**config.mk**
```make
export PLATFORM = sky130hd
export DESIGN_NAME = sync_irq_combiner
export DESIGN_NICKNAME = d
export VERILOG_FILES = /design/src/sync_irq_pkg.sv /design/src/sync_irq_combiner.sv /design/src/pin_sync2.sv
export SDC_FILE = /design/constraint.sdc
export NUM_CORES = 1
export LEC_CHECK = 0
export BUFFER_PORTS_ARGS = -buffer_cell sky130_fd_sc_hd__buf_2
export CAP_MARGIN = 20
export CORE_ASPECT_RATIO = 1.4
export CORE_MARGIN = 3
export CORE_UTILIZATION = 44
export CTS_CLUSTER_DIAMETER = 150
export DETAILED_ROUTE_END_ITERATION = 7
export MAX_ROUTING_LAYER = met4
export PLACE_DENSITY = 0.84
export SYNTH_ARGS = -nofsm -noshare
export SYNTH_HDL_FRONTEND = slang
export SYNTH_HIERARCHICAL = 1
export SYNTH_SLANG_ARGS = --single-unit
```
**constraint.sdc**
```tcl
create_clock -name clk_in -period 2.6 [get_ports clk_in]
set_input_delay 0.52 -clock clk_in [delete_from_list [all_inputs] [get_ports clk_in]]
set_output_delay 0.52 -clock clk_in [all_outputs]
set_load 0.005 [all_outputs]
```
**src/sync_irq_pkg.sv**
```systemverilog
package sync_irq_pkg;
   localparam int          APB_AW          = 4;
   localparam logic [3:0]  CFG_OFFSET      = 4'h0;
   localparam logic [3:0]  STATUS_OFFSET   = 4'h4;
   localparam int          CFG_DIR_BIT     = 0;
   localparam int          CFG_CARRY_BIT   = 1;
   localparam logic [1:0]  CFG_RESET       = 2'h0;
   localparam int          ST_FINAL_BIT    = 0;
   localparam int          ST_ARMED_BIT    = 1;
   localparam int          ST_SYNC_BIT     = 2;
   localparam int          ST_PCL_BIT      = 3;
   localparam int          ST_MASK_BIT     = 4;
   localparam int          ST_DAV_BIT      = 5;
   // Pin vector passed through the two-stage synchroniser
   localparam int          PIN_W           = 8;
   localparam int          PIN_DAV_N       = 0;
   localparam int          PIN_TL_IRQ      = 1;
   localparam int          PIN_BERR_N      = 2;
   localparam int          PIN_OWN_N       = 3;
   localparam int          PIN_DONE_N      = 4;
   localparam int          PIN_GRANT0_N    = 5;
   localparam int          PIN_GRANT1_N    = 6;
   localparam int          PIN_GRANT_SEEN  = 7;
   localparam logic [7:0]  PIN_RESET       = 8'h0;
   localparam logic [7:0]  PIN_IDLE        = 8'h7D;
   // Grant hold-off
   localparam int          CLK_PERIOD_NS   = 100;
   localparam int          GRANT_DLY_NS    = 25;
   localparam int          GRANT_DLY_CYC   = (GRANT_DLY_NS + CLK_PERIOD_NS - 1) / CLK_PERIOD_NS;
   localparam logic [31:0] RDATA_RESET     = 32'h0000_0000;
endpackage

```
**src/sync_irq_combiner.sv**
```systemverilog
// Operation
// Combined line is NOR of controller irq, bus error while mastering, sync detected.
// Engine sets line transition flag on falling edge of the combined line.
// Engine raises its interrupt request when flag sets with channel irq enabled.
// Controller has thirteen maskable events across two mask registers.
// Controller drives its interrupt high on an enabled event, pulling line low.
// Reading controller event status releases its interrupt output.
// Software clears controller polarity bit so its interrupt is active high.
// Handshake monitoring arms on the rising edge of the final-byte flag.
// Without carry mode, final byte is terminal strobe together with channel 0 grant.
// With carry mode and carry sent, final byte is next channel 1 grant.
// After the final byte, controller transfer requests are masked.
// Direction 0: rising edge of data-valid sets the detector, line falls.
// Direction 1: high level of data-valid sets the detector, line falls.
// Any config write clears the detector and returns the line high; here a detector set in the same cycle wins over the write.
// Engine ends the cycle and flags completion and fault on bus error.
// Bus error also pulls the combined line low, carry mode or not.
// One channel irq enable covers both transition and completion flags.
// Completion flag sets at end, after last block when chained.
// Without carry mode software enables irq on channel 1 only.
// With carry mode channel 1 runs chained with final count two.
// Software aborts channel 1 before the next carry-mode transfer.
// Software completion sequence: status b, a, masks, config, aborts, flags.
// Incoming grant is held off at least 25 ns before use.
// Reset clears detector and arming so the combined line idles high.
`timescale 1ns/1ps
module sync_irq_combiner
(
   input  wire logic                             clk_in,            // 10 MHz clock
   input  wire logic                             rst_in,            // Sync reset, high
   input  wire logic [sync_irq_pkg::APB_AW-1:0]  paddr_in,          // APB address
   input  wire logic                             psel_in,           // APB select
   input  wire logic                             penable_in,        // APB enable
   input  wire logic                             pwrite_in,         // APB direction
   input  wire logic [31:0]                      pwdata_in,         // APB write data
   output logic      [31:0]                      prdata_out,        // APB read data
   output logic                                  pready_out,        // APB ready
   output logic                                  pslverr_out,       // APB error
   input  wire logic                             dav_n_in,          // GPIB data valid, low
   input  wire logic                             tl_irq_in,         // Controller irq, high
   input  wire logic                             bus_exc_code1_n_in,// Bus error code, low
   input  wire logic                             dma_own_n_in,      // Engine owns bus, low
   input  wire logic                             done_n_in,         // Terminal byte, low
   input  wire logic                             chan0_grant_n_in,  // Channel 0 ack, low
   input  wire logic                             chan1_grant_n_in,  // Channel 1 ack, low
   input  wire logic                             carry_sent_in,     // Carry byte sent
   input  wire logic                             tl_xfer_req_in,    // Controller DMA request
   input  wire logic                             grant_in_seen_in,  // Raw bus grant in
   output logic                                  periph_control_line_n_out, // Combined line
   output logic                                  xfer_request_line_out,     // Gated request
   output logic                                  grant_seen_dly_out         // Held-off grant
);
   import sync_irq_pkg::*;

   typedef struct packed
   {
      logic [1:0]  cfg;
      logic        final_prev;
      logic        armed;
      logic        sync_det;
      logic        dav_prev;
      logic        req_mask;
      logic        pcl_n;
      logic        grant_dly;
      logic [31:0] rdata;
   } state_t;

   state_t     st_ff;
   state_t     nxt_st;
   logic [PIN_W-1:0] pin_s;
   logic       dav_hi;
   logic       berr_mst;
   logic       final_byte_flag;
   logic       final_rise;
   logic       cfg_wr;
   logic       apb_setup;
   logic       addr_ok;
   logic       sync_set;

   pin_sync2 #(.W(PIN_W), .INIT(PIN_IDLE)) pin_sync2_i
   (
      .clk_in (clk_in),
      .rst_in (rst_in),
      .d_in   ({grant_in_seen_in, chan1_grant_n_in, chan0_grant_n_in, done_n_in,
                dma_own_n_in, bus_exc_code1_n_in, tl_irq_in, dav_n_in}),
      .q_out  (pin_s)
   );

   assign dav_hi    = pin_s[PIN_DAV_N];
   assign berr_mst  = !pin_s[PIN_BERR_N] && !pin_s[PIN_OWN_N];
   assign apb_setup = psel_in && !penable_in;
   assign addr_ok   = (paddr_in == CFG_OFFSET) || (paddr_in == STATUS_OFFSET);
   assign cfg_wr    = psel_in && penable_in && pwrite_in && (paddr_in == CFG_OFFSET);

   always_comb
   begin
      // Final-byte qualification differs with carry mode
      if (st_ff.cfg[CFG_CARRY_BIT])
         final_byte_flag = carry_sent_in && !pin_s[PIN_GRANT1_N];
      else
         final_byte_flag = !pin_s[PIN_DONE_N] && !pin_s[PIN_GRANT0_N];
      final_rise = final_byte_flag && !st_ff.final_prev;
      // Set wins over a same-cycle config write so a late handshake is not lost
      if (st_ff.cfg[CFG_DIR_BIT])
         sync_set = st_ff.armed && dav_hi;
      else
         sync_set = st_ff.armed && dav_hi && !st_ff.dav_prev;
   end

   always_comb
   begin
      nxt_st            = st_ff;
      nxt_st.final_prev = final_byte_flag;
      nxt_st.dav_prev   = dav_hi;
      nxt_st.grant_dly  = pin_s[PIN_GRANT_SEEN];
      if (cfg_wr)
      begin
         nxt_st.cfg      = pwdata_in[1:0];
         nxt_st.armed    = 1'b0;
         nxt_st.sync_det = 1'b0;
         nxt_st.req_mask = 1'b0;
      end
      if (final_rise)
      begin
         nxt_st.armed    = 1'b1;
         nxt_st.req_mask = 1'b1;
      end
      if (sync_set)
      begin
         nxt_st.sync_det = 1'b1;
         nxt_st.armed    = 1'b0;
      end
      // Registered NOR keeps the line glitch-free toward the engine
      nxt_st.pcl_n = !(pin_s[PIN_TL_IRQ] || berr_mst || nxt_st.sync_det);
      if (apb_setup)
      begin
         nxt_st.rdata = 32'h0000_0000;
         if (paddr_in == CFG_OFFSET)
            nxt_st.rdata[1:0] = st_ff.cfg;
         else if (paddr_in == STATUS_OFFSET)
         begin
            nxt_st.rdata[ST_FINAL_BIT] = final_byte_flag;
            nxt_st.rdata[ST_ARMED_BIT] = st_ff.armed;
            nxt_st.rdata[ST_SYNC_BIT]  = st_ff.sync_det;
            nxt_st.rdata[ST_PCL_BIT]   = st_ff.pcl_n;
            nxt_st.rdata[ST_MASK_BIT]  = st_ff.req_mask;
            nxt_st.rdata[ST_DAV_BIT]   = dav_hi;
         end
      end
   end

   always_ff @(posedge clk_in)
   begin
      if (rst_in)
      begin
         st_ff            <= '0;
         st_ff.cfg        <= CFG_RESET;
         st_ff.pcl_n      <= 1'b1;
         st_ff.dav_prev   <= 1'b1;
         st_ff.rdata      <= RDATA_RESET;
      end
      else
         st_ff <= nxt_st;
   end

   assign prdata_out                = st_ff.rdata;
   assign pready_out                = 1'b1;
   assign pslverr_out               = psel_in && penable_in && !addr_ok;
   assign periph_control_line_n_out = st_ff.pcl_n;
   assign xfer_request_line_out     = tl_xfer_req_in && !st_ff.req_mask;
   assign grant_seen_dly_out        = st_ff.grant_dly;
endmodule

```
**src/pin_sync2.sv**
```systemverilog
`timescale 1ns/1ps
module pin_sync2
   import sync_irq_pkg::*;
#(
   parameter int           W        = PIN_W,
   parameter logic [W-1:0] INIT     = '0
)
(
   input  wire logic         clk_in,  // System clock
   input  wire logic         rst_in,  // Synchronous reset
   input  wire logic [W-1:0] d_in,    // Asynchronous pins
   output logic      [W-1:0] q_out    // Synchronised pins
);
   logic [W-1:0] meta_ff;
   logic [W-1:0] q_ff;

   genvar i;
   generate
      for (i = 0; i < W; i++)
      begin : g_bit
         always_ff @(posedge clk_in)
         begin
            if (rst_in)
            begin
               meta_ff[i] <= INIT[i];
               q_ff[i]    <= INIT[i];
            end
            else
            begin
               meta_ff[i] <= d_in[i];
               q_ff[i]    <= meta_ff[i];
            end
         end
      end
   endgenerate

   assign q_out = q_ff;
endmodule

```
==> qor.txt <==
Status -> finished clean
Required time of the critical path -> 2080 ps
Residual DRC -> 0
Minimum clock period -> 1920 ps
# setup viols final -> 0
Iteration-0 DRC Markers -> 11
Initial core utilization -> 0.481
Cells after Synth -> 140
Non-filler cells, final -> 203
H-tree depth -> 2
CP Capture Type -> output port
Average via count per standard cell -> 4.40
Final slew viol count -> 0
Post-synth ARST share -> 0
Slowest CP cell -> or3_4
Die Footprint -> 0.00372 sq mm
Root Buffer Master -> clkbuf_4
Die H -> 70.9 um
CTS-repair resized insts -> 0
Crit path kind -> primary input to output port
Synth-to-Final Area Change -> 6.89%
Power per cell area -> 608 mW/mm^2
MaxCap Viol Count -> 0
Setup bufs post-CTS -> 0
Highest Clock Rate -> 520 MHz
Global-route wire length before repair -> 3370 um
Placement Rows -> 22
CTS Buffer Depth -> 2
Final GP Congestion -> 0.844
Most common cell after layout, fill and taps aside -> dfxtp_1
Clock buffer count from CTS -> 5
Largest net degree at the start of global routing -> 32
Layout cell share with drive strength beyond 1 -> 0.293
CTS tree -> yes
Antenna diodes -> 0
Yosys cell types -> 30
Syn_area_per_cell -> 9.46 sq um
Leakage Power -> 0.623 nW
Sequential-to-total area share from yosys stat -> 0.468
Netlist Area Pre-Place -> 0.00133 sq mm
Clock latency on the worst-skew pair -> 320 ps
I/O pin count -> 88
Cells after DPL -> 195
Ys flop type -> dfxtp_1
Synth Register Bits -> 31
Most frequent cells in the layout -> dfxtp_1, buf_2, conb_1
CP top delay family -> simple AND/OR/NAND/NOR gates
Clock Skews -> 6.41 ps
WL per Instance -> 9.72 um
CTS clock-pin slew for the worst setup and hold paths -> 80 ps
Cell mode on critical path -> buf_2
Die Wd -> 52.4 um
Sinks on the clock net -> 31
Final Cycle Share -> 0.739
Critical-path cell list -> buf_2, or3_4, and3_2, buf_2
Vias in the first global route -> 816
Final Routed Wirelength -> 1970 um
WP buf/inv -> 2
Worst R2R Setup Slack -> 1450 ps
Hold Crit Class -> primary input to flip-flop
Fin. Hold Viols -> 0
GR Overflow Total -> 0
Final nets -> 217
Max incr delay on CP -> 420 ps
Buffers on Ports -> 30
Post-route ant nets -> 0
Core ar. -> 0.00275 sq mm
Initial antenna violation count -> 0
CP max FO -> 7
Synthesis warning total -> 6
DR vias -> 893
Worst vdd ir -> 0.374 mV
Worst Setup Start Kind -> primary input
RSZ-0062 raised after global routing -> no
Crit path DAT -> 1400 ps
GRT Util Overall -> 0.125
EDFF count, synth -> 0
CTS Hold Bufs -> 0
HPWL Detailed -> 1510 um
Worst Max-Slew Pin Slew -> 528 ps
Headroom to the max-slew limit -> 0.647
Setup tns final -> 0 ps
TritonRoute pass-1 iters -> 4
## sequential cells by signal, indices dropped and copies added (netlist names)
register / cells
grant_seen_dly_out: 1
periph_control_line_n_out: 1
pin_sync2_i/meta_ff: 8
pin_sync2_i/q_out: 8
prdata_out: 6
st_ff: 7
## logic make-up after synthesis
group	Yosys count	synth area share
simple gates	48	0.223
buf+inv	37	0.204
flops	31	0.468
compound gates	21	0.0907
other cells	2	0.00567
mux	1	0.00850
## where the power goes
group	leakage, nW	internal, W	switching, W
registers	0.254	0.000489	0.00000383
logic	0.330	0.0000267	0.0000337
clock network	0.0386	0.000159	0.000149
## cell type report
class / instances / area [sq um]
flip-flops and latches: 31 / 621
well taps: 36 / 45.0
clock buffers: 8 / 68.8
inverters: 1 / 3.75
multi-input cells: 97 / 528
fillers: 283 / 1340
repair buffers: 30 / 150
## metrics by stage
step | total power (W) | hold slack (ps) | utilization | setup WS (ps) | cell area [sq um]
2_1_floorplan | 0.000569 | 383 | - | 952 | 1420
3_3_place_gp | 0.000561 | 386 | 0.490 | 691 | 1350
3_5_place_dp | 0.000564 | 394 | 0.490 | 683 | 1350
4_1_cts | 0.000872 | 358 | 0.515 | 679 | 1420
5_1_grt | 0.000914 | 360 | 0.515 | 664 | 1420
6_report | 0.000861 | 368 | 0.515 | 678 | 1420
## per-layer routing
metal  track usage  vias to the layer above  share of wire  routed length [um]
li1              -                      455              -                   -
met1         0.119                      389           0.35                 687
met2         0.211                       44           0.54                1060
met3        0.0442                        5          0.092                 182
met4        0.0682                        0          0.022                  44
met5             -                        -              0                   0
## synthesized netlist by cell type (2+ instances only)
library cell | n | area share
conb_1 | 2 | 0.0057
nor3_1 | 2 | 0.0076
clkbuf_1 | 2 | 0.0057
buf_4 | 33 | 0.19
nor2_1 | 5 | 0.014
a21oi_1 | 10 | 0.038
dfxtp_1 | 31 | 0.47
nand3_1 | 7 | 0.026
or2_2 | 3 | 0.014
o21ai_0 | 6 | 0.023
and2b_2 | 4 | 0.026
nand2_1 | 6 | 0.017
nor2b_1 | 3 | 0.014
or2_1 | 10 | 0.047
## worst paths after layout
kind	from	endpoint	cells after the start
max	paddr_in[1]	pslverr_out	4
min	dma_own_n_in	pin_sync2_i/meta_ff[3]	2
max reg2reg	st_ff[40]	prdata_out[0]	3
min reg2reg	pin_sync2_i/meta_ff[2]	pin_sync2_i/q_out[2]	1
(Power assumes the default switching activity.)
